<file path="config.mk">
export PLATFORM = sky130hd
export DESIGN_NAME = idle_sleep_sequencer
export DESIGN_NICKNAME = d
export VERILOG_FILES = /design/src/pwr_save_pkg.sv /design/src/lockout_if.sv /design/src/retention_lockout_timer.sv /design/src/idle_sleep_sequencer.sv
export SDC_FILE = /design/constraint.sdc
export NUM_CORES = 1
export LEC_CHECK = 0
export ABC_AREA = 1
export BUFFER_PORTS_ARGS = -buffer_cell sky130_fd_sc_hd__buf_2
export CAP_MARGIN = 15
export CORE_MARGIN = 3
export CORE_UTILIZATION = 60
export DETAILED_ROUTE_END_ITERATION = 6
export PLACE_DENSITY = 0.81
export SYNTH_ARGS = -nofsm -noshare
export SYNTH_HDL_FRONTEND = slang
export SYNTH_SLANG_ARGS = --single-unit
</file>
<file path="constraint.sdc">
create_clock -name clock_i -period 3.4 [get_ports clock_i]
set_clock_uncertainty 0.2 [all_clocks]
set_input_delay 0 -clock clock_i [delete_from_list [all_inputs] [get_ports clock_i]]
set_output_delay 0 -clock clock_i [all_outputs]
set_load 0.05 [all_outputs]
</file>
<file path="src/pwr_save_pkg.sv">
// constants and types shared by the power-save sequencer files
package pwr_save_pkg;

  // register port geometry
  localparam int unsigned ADDR_W = 8;
  localparam int unsigned DATA_W = 16;

  // register byte offsets
  localparam logic [7:0] OFS_CONTROL = 8'h00;
  localparam logic [7:0] OFS_STATUS  = 8'h04;

  // control register fields
  localparam int unsigned CTL_RETAIN_BIT  = 0;
  localparam int unsigned CTL_STANDBY_BIT = 1;
  localparam int unsigned CTL_PDIS_LSB    = 8;
  localparam int unsigned PDIS_W          = 8;
  localparam logic [15:0] CONTROL_RESET   = 16'h0000;

  // status register fields
  localparam int unsigned STS_STATE_LSB   = 0;
  localparam int unsigned STS_MODE_LSB    = 4;
  localparam int unsigned STS_LOCKOUT_BIT = 6;
  localparam int unsigned STS_RETAIN_BIT  = 7;

  // timing, system clock at 200 MHz
  localparam int unsigned CLK_MHZ         = 200;
  localparam int unsigned WAKE_BASE_NS    = 10400;
  localparam int unsigned RET_EXTRA_NS    = 10000;
  localparam int unsigned STBY_SAVE_NS    = 10000;
  // least times round up, the saving is a longest time and rounds down
  localparam int unsigned WAKE_BASE_CYC   = (WAKE_BASE_NS * CLK_MHZ + 999) / 1000;
  localparam int unsigned RET_EXTRA_CYC   = (RET_EXTRA_NS * CLK_MHZ + 999) / 1000;
  localparam int unsigned STBY_SAVE_CYC   = (STBY_SAVE_NS * CLK_MHZ) / 1000;
  localparam int unsigned WAKE_CNT_W      = 13;

  // low-power rc oscillator defaults (cycles of clock_i)
  localparam int unsigned OSC_DIV_DEFAULT      = 6452;
  localparam int unsigned OSC_STARTUP_DEFAULT  = 20000;
  localparam int unsigned OSC_CNT_W            = 16;
  localparam logic [1:0]  LOCK_TICKS_RUNNING   = 2'h1;
  localparam logic [1:0]  LOCK_TICKS_STOPPED   = 2'h2;

  // sleep variants: {retention_enable_bit, regulator_standby_bit}
  typedef enum logic [1:0] {
    MODE_SLEEP     = 2'b00,
    MODE_FAST_WAKE = 2'b01,
    MODE_RETENTION = 2'b10,
    MODE_FAST_RET  = 2'b11
  } sleep_mode_t;

  typedef enum logic [2:0] {
    ST_RUN     = 3'b000,
    ST_ENTER   = 3'b001,
    ST_IDLE    = 3'b010,
    ST_SLEEP   = 3'b011,
    ST_LOCKOUT = 3'b100,
    ST_WAKE    = 3'b101
  } pwr_state_t;

endpackage

</file>
<file path="src/lockout_if.sv">
// handshake between the sequencer and its retention lockout timer
`timescale 1ns/100ps
`default_nettype none
interface lockout_if;
  logic start;
  logic osc_running;
  logic done;
  modport ctrl  (output start, output osc_running, input done);
  modport timer (input start, input osc_running, output done);
endinterface
`default_nettype wire

</file>
<file path="src/retention_lockout_timer.sv">
// lockout timer paced by the low-power rc oscillator tick
`timescale 1ns/100ps
`default_nettype none
module retention_lockout_timer #(
  parameter logic [15:0] OSC_DIV     = 16'(pwr_save_pkg::OSC_DIV_DEFAULT),
  parameter logic [15:0] OSC_STARTUP = 16'(pwr_save_pkg::OSC_STARTUP_DEFAULT)
) (
  // clock and reset
  input  wire logic  clock_i,
  input  wire logic  rst_i,
  // sequencer side
  lockout_if.timer   lk
);

  typedef struct packed {
    logic [15:0] phase;
    logic [15:0] startup;
    logic [1:0]  ticks;
    logic        active;
    logic        done;
  } lock_state_t;

  lock_state_t r;
  lock_state_t next_r;
  logic        osc_tick;

  // one-cycle enable standing in for an oscillator period
  assign osc_tick = r.active && (r.startup == 16'h0000) && (r.phase == OSC_DIV - 16'h0001);

  always_comb
  begin
    next_r      = r;
    next_r.done = 1'b0;
    if (lk.start)
    begin
      // one period when running, start-up plus two otherwise
      next_r.active  = 1'b1;
      next_r.phase   = 16'h0000;
      next_r.startup = lk.osc_running ? 16'h0000 : OSC_STARTUP;
      next_r.ticks   = lk.osc_running ? pwr_save_pkg::LOCK_TICKS_RUNNING
                                      : pwr_save_pkg::LOCK_TICKS_STOPPED;
    end
    else if (r.active)
    begin
      if (r.startup != 16'h0000)
      begin
        next_r.startup = r.startup - 16'h0001;
      end
      else if (osc_tick)
      begin
        next_r.phase = 16'h0000;
        next_r.ticks = r.ticks - 2'h1;
        if (r.ticks == 2'h1)
        begin
          next_r.active = 1'b0;
          next_r.done   = 1'b1;
        end
      end
      else
      begin
        next_r.phase = r.phase + 16'h0001;
      end
    end
  end

  always_ff @(posedge clock_i)
  begin
    if (rst_i)
    begin
      r <= '0;
    end
    else
    begin
      r <= next_r;
    end
  end

  assign lk.done = r.done;

endmodule // retention_lockout_timer
`default_nettype wire

</file>
<file path="src/idle_sleep_sequencer.sv">
// idle and sleep entry, wake-up and retention regulator sequencing
//
// Chosen here: the placing of the registers and the plain strobed port.
`timescale 1ns/100ps
`default_nettype none
module idle_sleep_sequencer #(
  parameter logic [15:0] OSC_DIV     = 16'(pwr_save_pkg::OSC_DIV_DEFAULT),
  parameter logic [15:0] OSC_STARTUP = 16'(pwr_save_pkg::OSC_STARTUP_DEFAULT)
) (
  // clock and reset
  input  wire logic        clock_i,
  input  wire logic        rst_i,
  // register port
  input  wire logic [7:0]  addr_i,
  input  wire logic [15:0] wdata_i,
  input  wire logic        write_i,
  input  wire logic        read_i,
  output logic      [15:0] rdata_o,
  // cpu core
  input  wire logic        power_save_instruction_i,
  input  wire logic        power_save_sleep_i,
  output logic             cpu_clock_en_o,
  output logic             wake_o,
  output logic             wake_isr_o,
  // wake and reset sources
  input  wire logic        irq_i,
  input  wire logic        por_i,
  input  wire logic        master_clear_pin_i,
  input  wire logic        other_reset_i,
  input  wire logic        watchdog_timer_timeout_i,
  // configuration
  input  wire logic        watchdog_timer_enable_i,
  input  wire logic        clock_fail_monitor_enable_i,
  input  wire logic        retention_config_fuse_i,
  // clock and power controls
  output logic             sys_clock_run_o,
  output logic      [7:0]  periph_clock_en_o,
  output logic             low_power_rc_osc_run_o,
  output logic             watchdog_timer_clear_o,
  output logic             retention_reg_en_o,
  output logic             bandgap_en_o
);

  typedef struct packed {
    pwr_save_pkg::pwr_state_t  state;
    pwr_save_pkg::sleep_mode_t mode;
    logic [15:0]               control;
    logic                      sleep_req;
    logic                      retain;
    logic                      deferred;
    logic                      irq_block;
    logic                      to_isr;
    logic [12:0]               wake_cnt;
    logic                      lock_start;
    logic [15:0]               rdata;
    logic                      cpu_clock_en;
    logic                      wake;
    logic                      wake_isr;
    logic                      sys_clock_run;
    logic [7:0]                periph_clock_en;
    logic                      osc_run;
    logic                      osc_was_on;
    logic                      dog_clear;
    logic                      ret_reg_en;
    logic                      bandgap_en;
  } seq_state_t;

  seq_state_t r;
  seq_state_t next_r;

  lockout_if lk ();

  retention_lockout_timer #(
    .OSC_DIV     (OSC_DIV),
    .OSC_STARTUP (OSC_STARTUP)
  ) u_lockout (
    .clock_i (clock_i),
    .rst_i   (rst_i),
    .lk      (lk)
  );

  assign lk.start       = r.lock_start;
  // lockout forces the oscillator on, so its earlier state is kept apart
  assign lk.osc_running = r.osc_was_on;

  // wake delay of each sleep variant
  function automatic logic [12:0] wake_delay(input pwr_save_pkg::sleep_mode_t m);
    logic [12:0] base;
    base = 13'(pwr_save_pkg::WAKE_BASE_CYC);
    unique case (m)
      pwr_save_pkg::MODE_SLEEP:     wake_delay = base;
      pwr_save_pkg::MODE_FAST_WAKE: wake_delay = base - 13'(pwr_save_pkg::STBY_SAVE_CYC);
      pwr_save_pkg::MODE_RETENTION: wake_delay = base + 13'(pwr_save_pkg::RET_EXTRA_CYC);
      pwr_save_pkg::MODE_FAST_RET:  wake_delay = base + 13'(pwr_save_pkg::RET_EXTRA_CYC)
                                                 - 13'(pwr_save_pkg::STBY_SAVE_CYC);
    endcase
  endfunction

  logic any_reset;
  logic irq_live;
  assign any_reset = por_i || master_clear_pin_i || other_reset_i;
  // an interrupt held since lockout does not count
  assign irq_live  = irq_i && !r.irq_block;

  always_comb
  begin
    next_r            = r;
    next_r.wake       = 1'b0;
    next_r.wake_isr   = 1'b0;
    next_r.dog_clear  = 1'b0;
    next_r.lock_start = 1'b0;
    next_r.rdata      = 16'h0000;

    if (write_i && addr_i == pwr_save_pkg::OFS_CONTROL)
    begin
      next_r.control = wdata_i;
    end
    if (read_i)
    begin
      unique case (addr_i)
        pwr_save_pkg::OFS_CONTROL: next_r.rdata = r.control;
        pwr_save_pkg::OFS_STATUS:
        begin
          next_r.rdata[pwr_save_pkg::STS_STATE_LSB +: 3]  = r.state;
          next_r.rdata[pwr_save_pkg::STS_MODE_LSB +: 2]   = r.mode;
          next_r.rdata[pwr_save_pkg::STS_LOCKOUT_BIT]     = (r.state == pwr_save_pkg::ST_LOCKOUT);
          next_r.rdata[pwr_save_pkg::STS_RETAIN_BIT]      = r.retain;
        end
        default:                   next_r.rdata = 16'h0000;
      endcase
    end

    unique case (r.state)
      pwr_save_pkg::ST_RUN:
      begin
        if (power_save_instruction_i)
        begin
          // control bits pick the sleep variant
          next_r.mode         = pwr_save_pkg::sleep_mode_t'(
                                  {r.control[pwr_save_pkg::CTL_RETAIN_BIT],
                                   r.control[pwr_save_pkg::CTL_STANDBY_BIT]});
          next_r.sleep_req    = power_save_sleep_i;
          next_r.deferred     = irq_i;
          next_r.cpu_clock_en = 1'b0;
          next_r.state        = pwr_save_pkg::ST_ENTER;
        end
      end
      pwr_save_pkg::ST_ENTER:
      begin
        next_r.deferred = r.deferred || irq_i;
        if (!r.sleep_req)
        begin
          // watchdog count cleared on idle entry
          next_r.dog_clear = 1'b1;
          next_r.state     = pwr_save_pkg::ST_IDLE;
        end
        // fuse programmed low and enable bit set
        else if (r.mode[1] && !retention_config_fuse_i)
        begin
          next_r.retain     = 1'b1;
          next_r.lock_start = 1'b1;
          // oscillator state from before lockout forced it on
          next_r.osc_was_on = r.osc_run;
          next_r.deferred   = 1'b0;
          next_r.irq_block  = irq_i;
          next_r.state      = pwr_save_pkg::ST_LOCKOUT;
        end
        else
        begin
          next_r.retain = 1'b0;
          next_r.state  = pwr_save_pkg::ST_SLEEP;
        end
      end
      pwr_save_pkg::ST_IDLE:
      begin
        // enabled interrupt, reset or timeout ends idle
        if (r.deferred || irq_i || any_reset || watchdog_timer_timeout_i)
        begin
          // cpu clock back on the next edge
          next_r.cpu_clock_en = 1'b1;
          next_r.wake         = 1'b1;
          next_r.wake_isr     = (r.deferred || irq_i) && !any_reset;
          next_r.deferred     = 1'b0;
          next_r.state        = pwr_save_pkg::ST_RUN;
        end
      end
      pwr_save_pkg::ST_LOCKOUT:
      begin
        // interrupts here are dropped and blocked
        next_r.irq_block = r.irq_block || irq_i;
        // only power-on or master clear exit early
        if (por_i || master_clear_pin_i)
        begin
          next_r.to_isr   = 1'b0;
          next_r.wake_cnt = wake_delay(r.mode);
          next_r.state    = pwr_save_pkg::ST_WAKE;
        end
        else if (lk.done)
        begin
          next_r.state = pwr_save_pkg::ST_SLEEP;
        end
      end
      pwr_save_pkg::ST_SLEEP:
      begin
        if (!irq_i)
        begin
          next_r.irq_block = 1'b0;
        end
        // every sleep wake source ends retention too
        if (r.deferred || irq_live || any_reset || watchdog_timer_timeout_i)
        begin
          next_r.to_isr   = (r.deferred || irq_live) && !any_reset;
          next_r.deferred = 1'b0;
          // a refused retention request wakes like the variant with the same standby bit and no retention
          next_r.wake_cnt = wake_delay(pwr_save_pkg::sleep_mode_t'({r.retain, r.mode[0]}));
          next_r.state    = pwr_save_pkg::ST_WAKE;
        end
      end
      pwr_save_pkg::ST_WAKE:
      begin
        if (r.wake_cnt <= 13'h0001)
        begin
          next_r.cpu_clock_en = 1'b1;
          next_r.wake         = 1'b1;
          next_r.wake_isr     = r.to_isr;
          next_r.retain       = 1'b0;
          next_r.irq_block    = 1'b0;
          next_r.state        = pwr_save_pkg::ST_RUN;
        end
        else
        begin
          next_r.wake_cnt = r.wake_cnt - 13'h0001;
        end
      end
      default:
      begin
        next_r.state = pwr_save_pkg::ST_RUN;
      end
    endcase

    // cpu clock stays off until wake
    // system clock only stops in sleep and lockout
    next_r.sys_clock_run = !(next_r.state == pwr_save_pkg::ST_SLEEP
                             || next_r.state == pwr_save_pkg::ST_LOCKOUT);
    next_r.periph_clock_en = next_r.sys_clock_run
                             ? ~r.control[pwr_save_pkg::CTL_PDIS_LSB +: pwr_save_pkg::PDIS_W]
                             : 8'h00;
    // oscillator kept for watchdog, monitor or lockout
    // lockout pacing needs the oscillator running
    next_r.osc_run = watchdog_timer_enable_i || clock_fail_monitor_enable_i
                     || next_r.state == pwr_save_pkg::ST_LOCKOUT;
    // regulator engaged only in sleep states
    next_r.ret_reg_en = next_r.retain && !next_r.sys_clock_run;
    // band gaps kept while standby is latched
    next_r.bandgap_en = next_r.sys_clock_run || next_r.mode[0];
  end

  always_ff @(posedge clock_i)
  begin
    if (rst_i)
    begin
      r                 <= '0;
      r.state           <= pwr_save_pkg::ST_RUN;
      r.control         <= pwr_save_pkg::CONTROL_RESET;
      r.cpu_clock_en    <= 1'b1;
      r.sys_clock_run   <= 1'b1;
      r.periph_clock_en <= 8'hff;
      r.bandgap_en      <= 1'b1;
    end
    else
    begin
      r <= next_r;
    end
  end

  assign rdata_o                = r.rdata;
  assign cpu_clock_en_o         = r.cpu_clock_en;
  assign wake_o                 = r.wake;
  assign wake_isr_o             = r.wake_isr;
  assign sys_clock_run_o        = r.sys_clock_run;
  assign periph_clock_en_o      = r.periph_clock_en;
  assign low_power_rc_osc_run_o = r.osc_run;
  assign watchdog_timer_clear_o = r.dog_clear;
  assign retention_reg_en_o     = r.ret_reg_en;
  assign bandgap_en_o           = r.bandgap_en;
endmodule // idle_sleep_sequencer
`default_nettype wire

</file>
# == Yosys cells after proc, flatten, opt, wreduce, memory -nomap -nowiden ==
# Index checks and enable logic that the tools add are counted.
# op_classes
mux,47
order_cmp,1
reduce_logical,57
eq_ne,26
addsub,4
bitwise,8
# op_table
operator,count
$pmux 13 s3,3
$mux 16,2
$mux 3,10
$mux 14,2
$mux 20,1
$ne 2x2->1 const B,10
$mux 19,1
$pmux 3 s6,1
$add 16x1->16 const B,1
$eq 16x13->1 const B,1
$logic_not 16->1,1
$reduce_bool 16->1,1
$sub 16x1->16 const B,1
$mux 15,1
$le 13x1->1 const B,1
$logic_or 1x1->1,13
$mux 13,1
$sub 13x1->13 const B,1
$reduce_and 4->1,3
$mux 1,10
$reduce_or 2->1,5
$eq 3x2->1 const B,3
$eq 3x3->1 const B,3
$reduce_and 3->1,3
29 further kinds,64
# word_totals
output_inout_bits,32
input_bits,38
register_bits,109

# == Logic depth before layout (Yosys ltp) ==
# depth
ltp_word,11
mapped_depth,12
depth_no_buf,12

# == Modules after synthesis ==
# Synthesis repeated with hierarchy kept, for this count alone.
# unflattened
hier_cells,849
hier_area_um2,5751.8
# by_module_without_submodules
mod,instances,cells_each,area_each_um2
idle_sleep_sequencer,1,471,3438.3
retention_lockout_timer,1,378,2313.5

# == Worst setup path before layout ==
# OpenSTA, ideal clock, no wires.
# synth_timing
path_type,register to register
startpoint,reg u_lockout.r[4] (netlist bit)
endpoint,reg u_lockout.r[7] (netlist bit)
n_path_buf,0
stages_incl_launch_ff,10
setup_time_ps,134
setup_slack_ps,1710
t_arrival_ps,1357
required_time_ps,3066
cell_sequence,dfxtp_1 inv_1 ha_1 nand2_1 nor2_1 nand3b_1 nand2_1 inv_1 o21ai_0 a21oi_1
# synth_via
elab_chain_cells,4
# synth_lines
item,line_no,text
"start, declared",retention_lockout_timer.sv:23,lock_state_t r;
"start signal, assigned",retention_lockout_timer.sv:74,r <= next_r;
$sub 16x1->16,retention_lockout_timer.sv:47,next_r.startup = r.startup - 16'h0001;
$mux 16,retention_lockout_timer.sv:45,if (r.startup != 16'h0000)
$mux 20,retention_lockout_timer.sv:43,else if (r.active)
$mux 19,retention_lockout_timer.sv:34,if (lk.start)
# Several ways; a longest one is shown, not always the timed one. The select of a mux whose other input is x is not followed.
# A chain may end at the register's enable or synchronous reset.

# == Final worst setup path ==
# layout_timing
startpoint,in addr_i[0]
endpoint,reg r (netlist bit rdata_o[4])
# layout_via
elab_chain_cells,2
# layout_lines
item,line_no,text
"start, declared",idle_sleep_sequencer.sv:14,"input wire logic [7:0] addr_i,"
$eq 8x3->1 / $logic_not 8->1 (equally long branches),idle_sleep_sequencer.sv:120,unique case (addr_i)
$pmux 4 s2 *,idle_sleep_sequencer.sv:120,
"end signal, assigned",idle_sleep_sequencer.sv:272,r <= next_r;
"end, declared",idle_sleep_sequencer.sv:68,seq_state_t r;
# Mark *: on every way between the ends. The rest lies on a longest branch, timed or not.

==> flow_summary_export.csv <==
group,metric,value,unit
run_status,status,"complete, no violations",
route,drc,0,
timing,worst_slack,372,ps
yosys,netlist_top_cells_count,"nand2_1 (163), nor2_1 (138), dfxtp_1 (109), inv_1 (99), nand3_1 (67)",
cts,clkTransAtPathRegs,110,ps
floorplanning,dieWidth,104,um
global_route,grt_pass1_vias,5493,
power_and_ir_drop,p_leak,3.04,nW
timing,maxSlewViolCount,0,
placement,place_ws,1240,ps
route,first_iter_violations,290,
timing,rsz0062_at_grt,"false",
yosys,synth_edf_count,0,
yosys,syn_inst,833,
yosys,avgSynthCellArea,6.86,um^2
yosys,yosysSeqAreaShare,0.382,
floorplanning,fp.dieH,104,um
finish,drive_gt1_frac,0.145,
global_route,busiest_layer,"met2",
global_route,grt_use_met3,0.0634,
power_and_ir_drop,power_density,378,nW/um^2
yosys,synthArstFlopShare,0,
yosys,synth_cell_types,40,
worst_setup_path,critPathLaunchType,"primary input",
finish,num-fill-cells,718,
route,ant_nets,0,
floorplanning,start_util,0.637,
cts,numCtsBuffers,9,
floorplanning,fp.coreArea,8980,um^2
floorplanning,die-area,10700,um^2
timing,period_needed,3030,ps
yosys,ys.flop_type,"dfxtp_1",
worst_hold_path,whs_endpoint,"r[67]",
floorplanning,rows,34,
route,vias,5617,
timing,fin_hold_ws,1.98,ps
cts,cts.sinks,109,
global_route,grt_max_degree,50,
placement,io_buffers,69,
placement,dp_hpwl,9.73,mm
route,routed_wl,14.6,mm
timing,tns,0,ps
global_route,grt.total_usage,0.271,
job,cap_violations,0,
worst_setup_path,reg2reg_depth,7,
global_route,gr-usage-met2,0.505,
timing,worst_pin_slew,549,ps
cts,cts_setup_buffers,0,
placement,place.gp.congestion,0.934,
finish,final_nets,960,
yosys,netlist_area,5720,um^2
yosys,yosysTopAreaCellShare,0.382,
worst_hold_path,min_path_type,"in2reg",
cts,cts.path.max_buffers,2,
route,wl_per_cell,14.0,um
yosys,synth_most_common_cell,"nand2_1",
yosys,syn-num-nets,880,
timing,max_slew_margin,0.634,
worst_setup_path,critPathMaxFanout,4,
timing,setup_viol,0,
timing,finalCritPeriodShare,0.891,
global_route,use_met1,0.300,
worst_setup_path,worstReg2RegEnd,"r[47]",
global_route,grt_pass1_wl,24.6,mm
global_route,antenna_found_initial,0,
yosys,synth-seq-cells,109,
cts,clk_latency,390,ps
worst_setup_path,arrival,3130,ps
power_and_ir_drop,power,2.48,mW
timing,fmax,0.330,GHz
cts,cts_tree,"done",
yosys,yosysTopAreaCell,"dfxtp_1",
worst_setup_path,crit_type,"in2reg",
finish,n_antenna_cell,0,
worst_setup_path,required,3500,ps
yosys,yosys-top-cells-area,"dfxtp_1 (38%), nand2_1 (11%), nor2_1 (9.1%)",
worst_hold_path,hold_depth,3,
route,via_per_inst,5.38,
cts,cts_root_buffer,"clkbuf_8",
worst_setup_path,crit_path_start,"addr_i[0]",
cts,cts-htree-levels,3,
floorplanning,io_pins,70,
power_and_ir_drop,max-vdd-ir-drop,267,uV
global_route,grt.overflow.total,0,
worst_hold_path,hold_path.startpoint,"write_i",
route,first_pass_iters,6,
yosys,synth-warning-count,0,
worst_setup_path,cp-end-kind,"register",
worst_setup_path,reg2reg_from,"r[72]",
timing,hold_violations,0,
finish,area_delta_synth_final,14.9,%
worst_setup_path,reg2reg_slack,710,ps
[cells in the final DEF, fill, tap and decap left out, types with 3 or more instances in the layout]
cell           count
o21ai_0           39
buf_2             69
dlygate4sd3_1     41
nor2_1           138
or2_2              4
nand3_1           67
nand3_2            3
a21oi_2            5
ha_1               9
nand2_1          162
nor2_2             4
o32ai_1            3
o21bai_1           3
nand4_1           13
nand2_2           13
nand3b_1           6
dfxtp_1          109
nand3_4            3
xor2_1            10
a21oi_1           57
clkbuf_8           9
inv_2              4
inv_1             99
o211ai_1           3
nor3_1            15
nand2_4            5
[cells by family (layout without fill, tap and decap cells)]
family	count (synthesis)	after routing	synth area share
AOI/OAI and AO/OA	117	117	0.113
and+or+nand+nor	438	438	0.350
DFF	109	109	0.382
xor gates and xnor gates	12	12	0.0184
buffers and inverters	148	233	0.118
adders and majority gates	9	9	0.0197
[cell type report]
class                           count  area [um^2]  share of cell area
Inverter                          105          397              0.0604
Tap cell                          126          158              0.0240
Sequential cell                   109         2180               0.332
Multi-Input combinational cell    576         2860               0.436
Timing Repair Buffer              112          771               0.117
Clock buffer                       10          128              0.0194
Clock inverter                      6         70.1              0.0107
[metrics by stage]
stage,area (um^2),utilization,std cells
CTS,6570,0.732,1044
global placement,5960,0.664,987
finish,6570,0.732,1044
global route,6570,0.732,1044
detailed placement,5960,0.664,987
floorplan,5720,-,833
[report_power, final]
| group | internal [mW] | leakage, nW | switching (mW) |
|---|---|---|---|
| logic | 0.130 | 2.06 | 0.230 |
| clock network | 0.290 | 0.0985 | 0.502 |
| registers | 1.30 | 0.881 | 0.0234 |
| total | 1.72 | 3.04 | 0.755 |
[how the worst max path moves through the flow]
stage	end	slack (ps)
6_report	rdata_o[4]	370
5_1_grt	r[55]	220
4_1_cts	r[64]	330
3_5_place_dp	u_lockout.r[26]	1240
3_3_place_gp	u_lockout.r[26]	1280
2_1_floorplan	u_lockout.r[7]	1710
[flip-flops by register name, indices dropped and copies added, names as in the netlist, 8 cells and up]
| signal | count |
|---|---|
| u_lockout.r | 35 |
| rdata_o | 16 |
| r | 39 |
| periph_clock_en_o | 8 |
[per-layer routing]
metal  wire, um  share of wire  vias to the layer above
met3        860          0.059                       42
li1           -              -                     2788
met2       7420           0.51                      212
met4        348          0.024                        0
met5          0              0                        -
met1       5940           0.41                     2575
[worst max-delay path, cell delays in order]
cell and delay [ps]:
dlygate4sd3_1 530, buf_2 120, nor2_1 70, dlygate4sd3_1 590, nand3_1 70, dlygate4sd3_1 570, nor2_1 320, dlygate4sd3_1 680
nand3_1 90, o31ai_1 80
[timing repair]
item	in CTS	in global routing
hold buffers	41	0
gates resized for setup	0	1
setup endpoints to repair	0	6
hold endpoints to repair	56	0
Power figures use the tool's default switching activity.
